===== src/ppg_pkg.sv =====
// Shared constants and types for the pulse generator timer
package ppg_pkg;
  // ----------------------------------------
  // Register map (byte addresses)
  // ----------------------------------------
  localparam logic [7:0] A_CTRL   = 8'h00;
  localparam logic [7:0] A_PERIOD = 8'h04;
  localparam logic [7:0] A_WIDTH  = 8'h08;
  localparam logic [7:0] A_COUNT  = 8'h0C;
  localparam logic [7:0] A_STAT   = 8'h10;
  localparam logic [7:0] A_MASK   = 8'h14;
  localparam logic [7:0] A_STATE  = 8'h18;
  // ----------------------------------------
  // Control register fields
  // ----------------------------------------
  localparam int F_START   = 0;
  localparam int F_ONESHOT = 2;
  localparam int F_FFCTL   = 3;
  localparam int F_MODE    = 4;
  localparam int F_CLKSEL  = 6;
  localparam int CNT_W     = 16;
  localparam int DIV_W     = 8;
  localparam int STAT_W    = 2;
  localparam logic [STAT_W-1:0] STAT_RST = 2'h0;
  localparam logic [STAT_W-1:0] MASK_RST = 2'h0;
  // ----------------------------------------
  // Trigger noise filter timing
  // ----------------------------------------
  localparam int CLK_NS      = 10;
  localparam int TRIG_REJ_NS = 40;
  localparam int TRIG_ACC_NS = 120;
  // Midway between reject and accept, whole cycles
  localparam int FILT_CYC = (TRIG_REJ_NS + TRIG_ACC_NS) / (2 * CLK_NS);
  // ----------------------------------------
  // Encodings
  // ----------------------------------------
  typedef enum logic [1:0] {
    ST_STOP = 2'b00,
    ST_CMD  = 2'b01,
    ST_RISE = 2'b10,
    ST_FALL = 2'b11
  } start_t;
  typedef enum logic [1:0] {
    MODE_TIMER = 2'b00,
    MODE_PPG   = 2'b01,
    MODE_RSV2  = 2'b10,
    MODE_RSV3  = 2'b11
  } mode_t;
  typedef enum logic [1:0] {
    S_IDLE  = 2'b00,
    S_ARMED = 2'b01,
    S_RUN   = 2'b10
  } run_state_t;
endpackage : ppg_pkg


===== src/timer_link_if.sv =====
// Internal link between the timer core, trigger filter and prescaler
`timescale 1ns/1ps
interface timer_link_if;
  logic       trig_rise;
  logic       trig_fall;
  logic       tick;
  logic       div_clr;
  logic [2:0] clk_sel;
  modport filt  (output trig_rise, output trig_fall);
  modport presc (input div_clr, input clk_sel, output tick);
  modport core  (input trig_rise, input trig_fall, input tick,
                 output div_clr, output clk_sel);
endinterface : timer_link_if


===== src/trig_filter.sv =====
// Synchroniser and noise filter for the external trigger input
`timescale 1ns/1ps
module trig_filter
  import ppg_pkg::*;
(
  input  wire logic   pclk,
  input  wire logic   presetn,
  input  wire logic   trig_in,
  timer_link_if.filt  lnk
);
  logic       s1_r;
  logic       s2_r;
  logic       s3_r;
  logic       lvl_r;
  logic [3:0] cnt_r;
  logic       rise_r;
  logic       fall_r;

  // ----------------------------------------
  // Three-stage synchroniser
  // ----------------------------------------
  always_ff @(posedge pclk or negedge presetn) begin
    if (!presetn) begin
      s1_r <= 1'b0;
      s2_r <= 1'b0;
      s3_r <= 1'b0;
    end else begin
      s1_r <= trig_in;
      s2_r <= s1_r;
      s3_r <= s2_r;
    end
  end

  // ----------------------------------------
  // Stability filter, short glitches dropped
  // ----------------------------------------
  always_ff @(posedge pclk or negedge presetn) begin
    if (!presetn) begin
      lvl_r  <= 1'b0;
      cnt_r  <= 4'h0;
      rise_r <= 1'b0;
      fall_r <= 1'b0;
    end else begin
      rise_r <= 1'b0;
      fall_r <= 1'b0;
      if (s2_r == s3_r && s3_r != lvl_r) begin
        if (cnt_r == 4'(FILT_CYC - 1)) begin
          lvl_r  <= s3_r;
          cnt_r  <= 4'h0;
          rise_r <= s3_r;
          fall_r <= ~s3_r;
        end else begin
          cnt_r <= cnt_r + 4'h1;
        end
      end else begin
        cnt_r <= 4'h0;
      end
    end
  end

  assign lnk.trig_rise = rise_r;
  assign lnk.trig_fall = fall_r;

  a_filter_stable: assert property (@(posedge pclk) disable iff (!presetn)
    rise_r |-> $past(s3_r, 1) && $past(s3_r, 4) && $past(s3_r, 7))
    else $error("trigger rise accepted on short pulse");
endmodule : trig_filter


===== src/src_prescaler.sv =====
// Source clock tick generator for the up-counter
`timescale 1ns/1ps
module src_prescaler
  import ppg_pkg::*;
(
  input  wire logic   pclk,
  input  wire logic   presetn,
  timer_link_if.presc lnk
);
  logic [DIV_W-1:0] div_r;
  logic [DIV_W-1:0] msk;

  // Divide by two to the power of the select value
  function automatic logic [DIV_W-1:0] div_mask(input logic [2:0] sel);
    div_mask = DIV_W'((9'h001 << sel) - 9'h001);
  endfunction : div_mask

  assign msk = div_mask(lnk.clk_sel);
  assign lnk.tick = ((div_r & msk) == msk) && !lnk.div_clr;

  always_ff @(posedge pclk or negedge presetn) begin
    if (!presetn) begin
      div_r <= '0;
    end else if (lnk.div_clr) begin
      div_r <= '0;
    end else begin
      div_r <= div_r + DIV_W'(1);
    end
  end
endmodule : src_prescaler


===== src/ppg_timer.sv =====
// Programmable pulse output timer with APB register access
// Notes on behaviour
// - Counts source clock; command or trigger start
// - One-shot bit selects single or repeated periods
// - Width match inverts output, interrupts, keeps counting; on a same-tick period match the output is not inverted and the count clears
// - Period match inverts, interrupts, clears, continues; on a same-tick width match the output is not inverted
// - Software stop holds current output level
// - One-shot period match clears start, halts, holds
// - Output pin is inverse of timer flip-flop
// - Reset clears timer flip-flop to zero
// - Inverted stop makes flip-flop load inverse
// - Trigger filter rejects short pulses
// - Start field selects rising or falling trigger
//
// Added by the designer: the APB slave port and the register addresses.
`timescale 1ns/1ps
module ppg_timer
  import ppg_pkg::*;
#(
  parameter int CW = CNT_W
)(
  input  wire logic        pclk,
  input  wire logic        presetn,
  input  wire logic [7:0]  paddr,
  input  wire logic        psel,
  input  wire logic        penable,
  input  wire logic        pwrite,
  input  wire logic [31:0] pwdata,
  output logic      [31:0] prdata,
  output logic             pready,
  output logic             pslverr,
  input  wire logic        external_trigger_input,
  output logic             pulse_output_pin,
  output logic             timer_interrupt_request,
  output logic             irq
);
  // ----------------------------------------
  // Declarations
  // ----------------------------------------
  timer_link_if lnk ();

  start_t      start_r;
  mode_t       mode_r;
  logic        one_shot_r;
  logic        ff_ctl_r;
  logic [2:0]  clk_sel_r;
  logic [CW-1:0] period_r;
  logic [CW-1:0] width_r;
  logic [CW-1:0] cnt_r;
  run_state_t  state_r;
  logic        pin_r;
  logic        start_ff_r;
  logic        req_r;
  logic [STAT_W-1:0] sts_r;
  logic [STAT_W-1:0] sts_nxt;
  logic [STAT_W-1:0] mask_r;
  logic        irq_r;
  logic [31:0] prdata_r;
  logic        pready_r;
  logic        pslverr_r;
  logic        setup;
  logic        wr;
  logic        ctrl_wr;
  logic        tick_run;
  logic        w_hit;
  logic        p_hit;
  logic        os_end;
  logic        trig_hit;
  logic        ff_new;

  // ----------------------------------------
  // Helpers
  // ----------------------------------------
  function automatic logic addr_ok(input logic [7:0] a);
    addr_ok = (a == A_CTRL) || (a == A_PERIOD) || (a == A_WIDTH) ||
              (a == A_COUNT) || (a == A_STAT) || (a == A_MASK) ||
              (a == A_STATE);
  endfunction : addr_ok

  trig_filter u_filt (
    .pclk    (pclk),
    .presetn (presetn),
    .trig_in (external_trigger_input),
    .lnk     (lnk.filt)
  );

  src_prescaler u_presc (
    .pclk    (pclk),
    .presetn (presetn),
    .lnk     (lnk.presc)
  );

  // Divider held cleared outside a run so each period starts aligned
  assign lnk.div_clr = (state_r != S_RUN);
  assign lnk.clk_sel = clk_sel_r;

  assign setup    = psel && !penable;
  assign wr       = psel && penable && pwrite && pready_r && !pslverr_r;
  assign ctrl_wr  = wr && (paddr == A_CTRL);
  assign tick_run = (state_r == S_RUN) && lnk.tick &&
                    (start_r != ST_STOP) && (mode_r == MODE_PPG);
  assign w_hit    = tick_run && (cnt_r == width_r);
  assign p_hit    = tick_run && (cnt_r == period_r);
  assign os_end   = p_hit && one_shot_r;
  assign trig_hit = (start_r == ST_RISE) ? lnk.trig_rise : lnk.trig_fall;
  assign ff_new   = pwdata[F_FFCTL];

  // ----------------------------------------
  // APB slave, one wait-free answer
  // ----------------------------------------
  always_ff @(posedge pclk or negedge presetn) begin
    if (!presetn) begin
      pready_r  <= 1'b0;
      pslverr_r <= 1'b0;
      prdata_r  <= 32'h0000_0000;
    end else begin
      pready_r  <= setup;
      pslverr_r <= setup && !addr_ok(paddr);
      prdata_r  <= 32'h0000_0000;
      if (setup && !pwrite) begin
        case (paddr)
          A_CTRL:   prdata_r <= {23'h0, clk_sel_r, mode_r, ff_ctl_r,
                                 one_shot_r, start_r};
          A_PERIOD: prdata_r <= {16'h0, period_r};
          A_WIDTH:  prdata_r <= {16'h0, width_r};
          A_COUNT:  prdata_r <= {16'h0, cnt_r};
          A_STAT:   prdata_r <= {30'h0, sts_r};
          A_MASK:   prdata_r <= {30'h0, mask_r};
          A_STATE:  prdata_r <= {28'h0, ~pin_r, pin_r, state_r};
          default:  prdata_r <= 32'h0000_0000;
        endcase
      end
    end
  end

  // ----------------------------------------
  // Control and compare registers
  // ----------------------------------------
  always_ff @(posedge pclk or negedge presetn) begin
    if (!presetn) begin
      start_r    <= ST_STOP;
      mode_r     <= MODE_TIMER;
      one_shot_r <= 1'b0;
      ff_ctl_r   <= 1'b0;
      clk_sel_r  <= 3'h0;
      period_r   <= '0;
      width_r    <= '0;
      mask_r     <= MASK_RST;
    end else begin
      if (ctrl_wr) begin
        start_r    <= start_t'(pwdata[F_START +: 2]);
        mode_r     <= mode_t'(pwdata[F_MODE +: 2]);
        one_shot_r <= pwdata[F_ONESHOT];
        ff_ctl_r   <= ff_new;
        clk_sel_r  <= pwdata[F_CLKSEL +: 3];
      end
      // Hardware stop beats a same-cycle software write
      if (os_end) begin
        start_r <= ST_STOP;
      end
      if (wr && paddr == A_PERIOD) begin
        period_r <= pwdata[CW-1:0];
      end
      if (wr && paddr == A_WIDTH) begin
        width_r <= pwdata[CW-1:0];
      end
      if (wr && paddr == A_MASK) begin
        mask_r <= pwdata[STAT_W-1:0];
      end
    end
  end

  // ----------------------------------------
  // Run control and up-counter
  // ----------------------------------------
  always_ff @(posedge pclk or negedge presetn) begin
    if (!presetn) begin
      state_r <= S_IDLE;
      cnt_r   <= '0;
    end else begin
      case (state_r)
        S_IDLE: begin
          if (mode_r == MODE_PPG && start_r == ST_CMD) begin
            state_r <= S_RUN;
            cnt_r   <= '0;
          end else if (mode_r == MODE_PPG && start_r != ST_STOP) begin
            state_r <= S_ARMED;
          end
        end
        S_ARMED: begin
          if (mode_r != MODE_PPG || start_r == ST_STOP) begin
            state_r <= S_IDLE;
          end else if (trig_hit) begin
            state_r <= S_RUN;
            cnt_r   <= '0;
          end
        end
        S_RUN: begin
          if (mode_r != MODE_PPG || start_r == ST_STOP) begin
            state_r <= S_IDLE;
          end else if (os_end) begin
            state_r <= S_IDLE;
          end else if (p_hit) begin
            cnt_r <= '0;
          end else if (tick_run) begin
            cnt_r <= cnt_r + CW'(1);
          end
        end
        default: state_r <= S_IDLE;
      endcase
    end
  end

  // ----------------------------------------
  // Timer flip-flop, pin carries its inverse
  // ----------------------------------------
  always_ff @(posedge pclk or negedge presetn) begin
    if (!presetn) begin
      pin_r      <= 1'b1;
      start_ff_r <= 1'b0;
    end else if (tick_run && (w_hit ^ p_hit)) begin
      pin_r <= ~pin_r;
    end else if (ctrl_wr && state_r != S_RUN) begin
      if (pwdata[F_MODE +: 2] != MODE_PPG) begin
        start_ff_r <= ~pin_r;
      end else if (start_ff_r != ~pin_r) begin
        pin_r      <= ff_new;
        start_ff_r <= ~ff_new;
      end else begin
        pin_r      <= ~ff_new;
        start_ff_r <= ff_new;
      end
    end
  end

  // ----------------------------------------
  // Interrupt request and status
  // ----------------------------------------
  always_comb begin
    sts_nxt = sts_r;
    if (wr && paddr == A_STAT) begin
      sts_nxt = sts_r & ~pwdata[STAT_W-1:0];
    end
    // A new event wins over a same-cycle clear
    sts_nxt = sts_nxt | {p_hit, w_hit};
  end

  always_ff @(posedge pclk or negedge presetn) begin
    if (!presetn) begin
      req_r <= 1'b0;
      sts_r <= STAT_RST;
      irq_r <= 1'b0;
    end else begin
      req_r <= w_hit || p_hit;
      sts_r <= sts_nxt;
      irq_r <= |(sts_nxt & mask_r);
    end
  end

  assign prdata                  = prdata_r;
  assign pready                  = pready_r;
  assign pslverr                 = pslverr_r;
  assign pulse_output_pin        = pin_r;
  assign timer_interrupt_request = req_r;
  assign irq                     = irq_r;

  // ----------------------------------------
  // Checks
  // ----------------------------------------
  a_width_toggle: assert property (@(posedge pclk) disable iff (!presetn)
    (w_hit && !p_hit) |=> (pin_r != $past(pin_r)) &&
                          (cnt_r == $past(cnt_r) + CW'(1)))
    else $error("width match did not invert and keep counting");

  a_period_clear: assert property (@(posedge pclk) disable iff (!presetn)
    (p_hit && !w_hit && !one_shot_r) |=> (cnt_r == '0) && (state_r == S_RUN) &&
                                         (pin_r != $past(pin_r)))
    else $error("period match did not clear and invert");

  a_stop_holds: assert property (@(posedge pclk) disable iff (!presetn)
    (state_r == S_RUN && start_r == ST_STOP) |=> (state_r == S_IDLE) &&
                                                 (pin_r == $past(pin_r)))
    else $error("software stop changed output");

  a_oneshot_halt: assert property (@(posedge pclk) disable iff (!presetn)
    os_end |=> (start_r == ST_STOP) && (state_r == S_IDLE) ##1 $stable(pin_r))
    else $error("one-shot did not halt");

  a_cmd_start: assert property (@(posedge pclk) disable iff (!presetn)
    (state_r == S_IDLE && mode_r == MODE_PPG && start_r == ST_CMD)
      |=> (state_r == S_RUN) && (cnt_r == '0))
    else $error("command start missed");

  a_edge_start: assert property (@(posedge pclk) disable iff (!presetn)
    (state_r == S_ARMED && mode_r == MODE_PPG && start_r == ST_RISE &&
     lnk.trig_rise) |=> (state_r == S_RUN))
    else $error("rising trigger did not start");

  a_irq_pulse: assert property (@(posedge pclk) disable iff (!presetn)
    $past(state_r == S_RUN) |-> (timer_interrupt_request ==
      ((pulse_output_pin != $past(pulse_output_pin)) || $past(w_hit && p_hit))))
    else $error("interrupt pulse not tied to compare");

  a_stopped_count: assert property (@(posedge pclk) disable iff (!presetn)
    (state_r == S_IDLE && $past(state_r) == S_IDLE) |-> $stable(cnt_r) && !req_r)
    else $error("counter moved while stopped");
endmodule : ppg_timer


===== config.mk =====
export PLATFORM = sky130hd
export DESIGN_NAME = ppg_timer
export DESIGN_NICKNAME = d
export VERILOG_FILES = /design/src/ppg_pkg.sv /design/src/timer_link_if.sv /design/src/trig_filter.sv /design/src/src_prescaler.sv /design/src/ppg_timer.sv
export SDC_FILE = /design/constraint.sdc
export NUM_CORES = 1
export LEC_CHECK = 0
export BUFFER_PORTS_ARGS = -buffer_cell sky130_fd_sc_hd__buf_2
export CAP_MARGIN = 0
export CORE_MARGIN = 1.5
export CORE_UTILIZATION = 61
export CTS_CLUSTER_SIZE = 30
export DETAILED_ROUTE_END_ITERATION = 16
export GPL_TIMING_DRIVEN = 1
export PLACE_DENSITY = 0.89
export SYNTH_ARGS = -nofsm -noshare
export SYNTH_HDL_FRONTEND = slang
export SYNTH_SLANG_ARGS = --single-unit

===== constraint.sdc =====
create_clock -name pclk -period 4.95 [get_ports pclk]
set_clock_uncertainty 0.05 [all_clocks]
set_input_delay 0.99 -clock pclk [delete_from_list [all_inputs] [get_ports pclk]]
set_output_delay 0.99 -clock pclk [all_outputs]
set_load 0.02 [all_outputs]

# Word-level counts from Yosys, hierarchy flattened
# Index checks and enable logic that the tools add are counted.
# word_totals
regBits	119
input_bits	46
output_inout_bits	37
elab_cells	156
# classes
n_addsub	4
n_eq_ne	31
shifts	1
muxes	34
bitwise	10
reduce_logical	50
# op_table
cell	count
$mux W16	7
$pmux W16 S7	1
$pmux W16 S3	1
$eq A16 B16 Y1	2
$mux W32	1
$eq A8 B5 Y1 const B	3
$logic_and A1 B1 Y1	24
$mux W2	9
$add A16 B1 Y16 const B	1
$eq A8 B4 Y1 const B	2
$ne A2 B2 Y1 const B	7
$mux W1	11
$ne A3 B3 Y1 const B	3
$add A8 B1 Y8 const B	1
$and A8 B8 Y8	1
$eq A8 B3 Y1 const B	1
$eq A8 B8 Y1	1
$logic_not A8 Y1	1
$logic_or A1 B1 Y1	8
$mux W4	2
$mux W8	1
$shl A1 B3 Y8 const A	1
$sub A8 B1 Y8 const B	1
$reduce_and A7 Y1	1
other kinds (21)	39

# Logic depth before layout (Yosys ltp)
# logic_depth
ltp_word	13
ltp_mapped	10
depth_no_buf	9

# Modules after synthesis
# Synthesis repeated with hierarchy kept, for this count alone.
# hier_totals
cells_unflattened	493
hier_area_um2	5424.0
# modules_own_cells
module	n_inst	cells_each	area_each_um2
ppg_timer	1	429	4689.5
trig_filter	1	28	377.9
src_prescaler	1	36	356.6

# Worst setup path before layout
# OpenSTA, ideal clock, no wires.
# synth_path
path_type	in2reg
start	in paddr[5]
end	reg period_r[10]
t_arrival_ns	2.412
required_time_ns	4.775
setup_slack_ns	2.364
path_stages	6
n_path_buf	2
cell_sequence	nor4_1 and3_1 buf_2 nand2_1 buf_2 mux2_2
# synth_between
elab_chain_cells	2
# synth_rtl
element	line	text
start: declaration	ppg_timer.sv:24	input wire logic [7:0] paddr,
$eq A8 B3 Y1	ppg_timer.sv:161	if (wr && paddr == A_PERIOD) begin
$logic_and A1 B1 Y1	ppg_timer.sv:161	
end signal: assignment	ppg_timer.sv:162	period_r <= pwdata[CW-1:0];
end: declaration	ppg_timer.sv:47	logic [CW-1:0] period_r;
# Every way passes these cells.
# A chain may end at the register's enable or synchronous reset.

# Worst setup path in the final report
# layout_path
start	in paddr[4]
end	reg period_r[9]
# The elaborated chain is that of the path after synthesis.

==> impl_metrics.json <==
{
  "run_status": "complete, no violations",
  "grt_overflow_total": 0,
  "clk-insertion-delay-late_ns": 0.37,
  "crit_path_start": "paddr[4]",
  "vias": 4167,
  "switchingPower_uw": 343,
  "number_of_buffers_created_by_cts": 9,
  "ioPinCount": 83,
  "report.final.hold_viol_count": 0,
  "critical_path_buf_inv_count": 2,
  "detail_route.iter0.violations": 546,
  "cp-start-kind": "input port",
  "max-clock-path-buffers": 2,
  "initial_utilization_pct": 63.2,
  "cp.arrival_ns": 3.14,
  "synth_async_sr_flop_share_pct": 100,
  "timing.critical_path.required_ns": 5.16,
  "synth_top_area_share_pct": 48.7,
  "p_total_uw": 1380,
  "clock-root-buffer": "sky130_fd_sc_hd__clkbuf_8",
  "grt_setup_unrepaired": "no",
  "synth.ff_latch_count": 102,
  "combPwrFrac_pct": 4.6,
  "worstMarginPinSlew_ns": 1.02,
  "ys_seq_area_share_pct": 49.2,
  "grt_max_degree": 83,
  "drt_first_pass_iters": 7,
  "hold_path.class": "register to register",
  "max_cap_viol_count": 0,
  "max_clock_freq_mhz": 341,
  "htreeDepth": 3,
  "final_antenna_net_count": 0,
  "count_of_standard_cell_rows": 33,
  "post_route_cells_drive_above_1_share_pct": 21.9,
  "clock_sink_count": 102,
  "synth_top_cells_by_area": "sky130_fd_sc_hd__dfrtp_1 49%, sky130_fd_sc_hd__mux2_2 8.9%, sky130_fd_sc_hd__xnor2_1 6.1%, sky130_fd_sc_hd__nand3_1 4.4%, sky130_fd_sc_hd__a22oi_1 2.9%",
  "netlist-cell-type-count": 52,
  "mappedNetlistArea_um2": 5190,
  "vias_per_cell": 6.42,
  "num-nets-final": 589,
  "worst_hold_slack_ns": 0.307,
  "worst-path-max-fanout": 17,
  "placed_cell_area_um2": 5410,
  "max-slew-margin-rel_pct": 32.1,
  "post_synth_inst_count": 507,
  "synthFlopType": "sky130_fd_sc_hd__dfrtp_1",
  "worst_ir_drop_vdd_mv": 0.198,
  "worstSetupEndpointType": "register",
  "diodes": 0,
  "critical_path_class": "input port to register",
  "power.internal_uw": 1040,
  "synth-warning-count": 0,
  "grt_pass1_wl_um": 19900,
  "fp.coreArea_um2": 8220,
  "share_clk_of_total_power_pct": 34.5,
  "min_period_ns": 2.94,
  "dpl.hpwl_um": 8320,
  "drt-total-wl_um": 12100,
  "ctsResizeCount": 0,
  "critical_path_cell_by_cell": "buf_2, nor4_1, and3_1, buf_4, nand2_1, mux2_2",
  "cp_slowest_cell": "sky130_fd_sc_hd__nor4_1",
  "cts_tree": "built",
  "power_frac_seq_pct": 60.9,
  "numPortBuffers": 50,
  "wl_per_cell_um": 18.7,
  "fill_cells": 586,
  "syn-mean-instance-area_um2": 10.2,
  "power_density_nw_per_um2": 248,
  "postCtsSetupRepairBufs": 0,
  "layout_worst_path_cycle_share_pct": 59.3,
  "dieHeight_um": 95.3,
  "antenna_violations_before_repair": 0,
  "finalInstanceArea_um2": 5580,
  "areaGrowthSynthToFinish_pct": 7.42,
  "grtUsageTotal_pct": 29.4,
  "switching_share_of_power_pct": 24.8,
  "static-leakage-power_uw": 0.00259,
  "ctsHoldBuffers": 0,
  "synth_area_leader_cell": "sky130_fd_sc_hd__dfrtp_1",
  "finalMaxSlewViolations": 0,
  "setup_violations": 0,
  "min_from": "u_filt.s1_r",
  "number_of_flops_mapped_to_enable_cells_by_yosys": 0,
  "last_weighted_congestion_value_of_the_routability_driven_placer": 0.867,
  "cp_slowest_stage_delay_ns": 0.53,
  "first_global_vias": 4090,
  "setup_tns_ns": 0,
  "r2r_start": "cnt_r[7]",
  "die_width_um": 95.3,
  "critical-path-top-delay-family": "simple AND/OR/NAND/NOR gates",
  "path_clk_slew_ns": 0.09,
  "total_die_area_um2": 9070,
  "route.detailed.drc": 0
}
[synth_stat cells (2+ instances only)]
cell type and count:
sky130_fd_sc_hd__xor2_1 3, sky130_fd_sc_hd__nand2_1 36, sky130_fd_sc_hd__and4_1 2, sky130_fd_sc_hd__a32oi_1 2, sky130_fd_sc_hd__clkbuf_1 22, sky130_fd_sc_hd__nand4_1 12
sky130_fd_sc_hd__nor2_1 37, sky130_fd_sc_hd__dfrtp_1 101, sky130_fd_sc_hd__nand3_1 46, sky130_fd_sc_hd__nor3b_1 2, sky130_fd_sc_hd__o211ai_1 2, sky130_fd_sc_hd__nor3_1 9
sky130_fd_sc_hd__buf_4 16, sky130_fd_sc_hd__nor2b_1 5, sky130_fd_sc_hd__or2_2 3, sky130_fd_sc_hd__a31oi_1 7, sky130_fd_sc_hd__o21ai_0 7, sky130_fd_sc_hd__nand3b_1 4
sky130_fd_sc_hd__mux2_2 41, sky130_fd_sc_hd__and3_1 8, sky130_fd_sc_hd__inv_1 11, sky130_fd_sc_hd__a21oi_1 19, sky130_fd_sc_hd__buf_2 8, sky130_fd_sc_hd__a22oi_1 20
sky130_fd_sc_hd__ha_1 4, sky130_fd_sc_hd__a222oi_1 9, sky130_fd_sc_hd__nand2b_1 5, sky130_fd_sc_hd__nor4_1 3, sky130_fd_sc_hd__and2_1 5, sky130_fd_sc_hd__xnor2_1 36
[cell usage in the layout (no fill, tap or decap), types with 2 or more instances in the layout]
cell	count
sky130_fd_sc_hd__nor2_1	37
sky130_fd_sc_hd__nand2b_1	5
sky130_fd_sc_hd__inv_1	11
sky130_fd_sc_hd__a22oi_1	20
sky130_fd_sc_hd__a21oi_1	19
sky130_fd_sc_hd__and2_1	5
sky130_fd_sc_hd__xor2_1	3
sky130_fd_sc_hd__xnor2_1	36
sky130_fd_sc_hd__nor3b_1	2
sky130_fd_sc_hd__nand4_1	12
sky130_fd_sc_hd__and3_1	8
sky130_fd_sc_hd__buf_4	5
sky130_fd_sc_hd__or2_2	3
sky130_fd_sc_hd__nand2_1	36
sky130_fd_sc_hd__a222oi_1	9
sky130_fd_sc_hd__nor3_1	9
sky130_fd_sc_hd__buf_2	49
sky130_fd_sc_hd__conb_1	16
sky130_fd_sc_hd__clkinv_2	3
sky130_fd_sc_hd__dfrtp_1	101
sky130_fd_sc_hd__inv_6	2
sky130_fd_sc_hd__o21ai_0	7
sky130_fd_sc_hd__a32oi_1	2
sky130_fd_sc_hd__nand3_1	46
sky130_fd_sc_hd__o211ai_1	2
sky130_fd_sc_hd__mux2_2	41
sky130_fd_sc_hd__clkbuf_8	9
sky130_fd_sc_hd__nor2b_1	5
sky130_fd_sc_hd__and4_1	2
sky130_fd_sc_hd__nand3b_1	4
sky130_fd_sc_hd__a31oi_1	7
sky130_fd_sc_hd__ha_1	4
sky130_fd_sc_hd__nor4_1	3
[power groups by stage]
| stage | combinational (uW) | sequential [uW] | clock [uW] |
|---|---|---|---|
| 3_5_place_dp | 63.4 | 857 | 0 |
| 5_1_grt | 71.3 | 841 | 508 |
| 4_1_cts | 63.8 | 840 | 480 |
| 6_report | 63.5 | 841 | 477 |
| 2_1_floorplan | 32.7 | 857 | 0 |
| 3_3_place_gp | 60.8 | 856 | 0 |
[worst paths after layout]
kind | end | slack, ns | cells past startpoint
max | period_r[9] | 2.01 | 6
min | u_filt.s2_r | 0.31 | 0
max reg2reg | pulse_output_pin | 2.21 | 9
min reg2reg | u_filt.s2_r | 0.31 | 0
max in group asynchronous | start_r[0] | 3.25 | 2
min in group asynchronous | prdata[11] | 0.73 | 1
[cell families after synthesis]
| logic type | synth area share, % |
|---|---|
| and+or+nand+nor | 18.2 |
| AOI/OAI and AO/OA | 10.2 |
| adders and majority gates | 0.964 |
| other | 0.0722 |
| xor gates and xnor gates | 6.58 |
| muxes | 9.08 |
| DFF | 49.2 |
| buffers and inverters | 5.76 |
[per-layer routing]
layer / wire (um) / track usage, %
met5: 0 / 0
met4: 464 / 17.4
met3: 1020 / 5.18
met2: 5960 / 47.1
met1: 4670 / 37.2
[area by class of cell]
class | instances | area, um2 | area share [%]
clock inverters | 7 | 48.8 | 0.875
well taps | 105 | 131 | 2.36
flip-flops and latches | 102 | 2550 | 45.8
clock buffers | 9 | 124 | 2.22
repair buffers | 54 | 283 | 5.07
inverters | 11 | 41.3 | 0.740
multi-input cells | 361 | 2400 | 43.0
[registers in the layout, summed over array words and instances (netlist names), 2 cells and up]
name,cells
cnt_r,16
period_r,16
prdata,16
width_r,16
u_presc.div_r,7
u_filt.cnt_r,4
clk_sel_r,3
mask_r,2
mode_r,2
start_r,2
state_r,2
sts_r,2
[stage by stage]
stage          util, %  cells  setup slack [ns]
2_1_floorplan        -    522              2.36
3_3_place_gp      65.8    633              1.72
3_5_place_dp      65.8    633              1.65
4_1_cts           67.9    649              2.04
5_1_grt           67.9    649              1.85
6_report          67.9    649              2.01
[worst register-to-register path: stages (launching register included)]
cell and delay [ns]:
sky130_fd_sc_hd__dfrtp_1 0.52, sky130_fd_sc_hd__xnor2_1 0.28, sky130_fd_sc_hd__nand4_1 0.14, sky130_fd_sc_hd__nor4_2 0.61, sky130_fd_sc_hd__and3_1 0.26, sky130_fd_sc_hd__inv_1 0.06
sky130_fd_sc_hd__ha_1 0.29, sky130_fd_sc_hd__and3_1 0.17, sky130_fd_sc_hd__a21oi_1 0.15, sky130_fd_sc_hd__xnor2_1 0.14
Note: power is estimated with default switching activity, not from simulation.
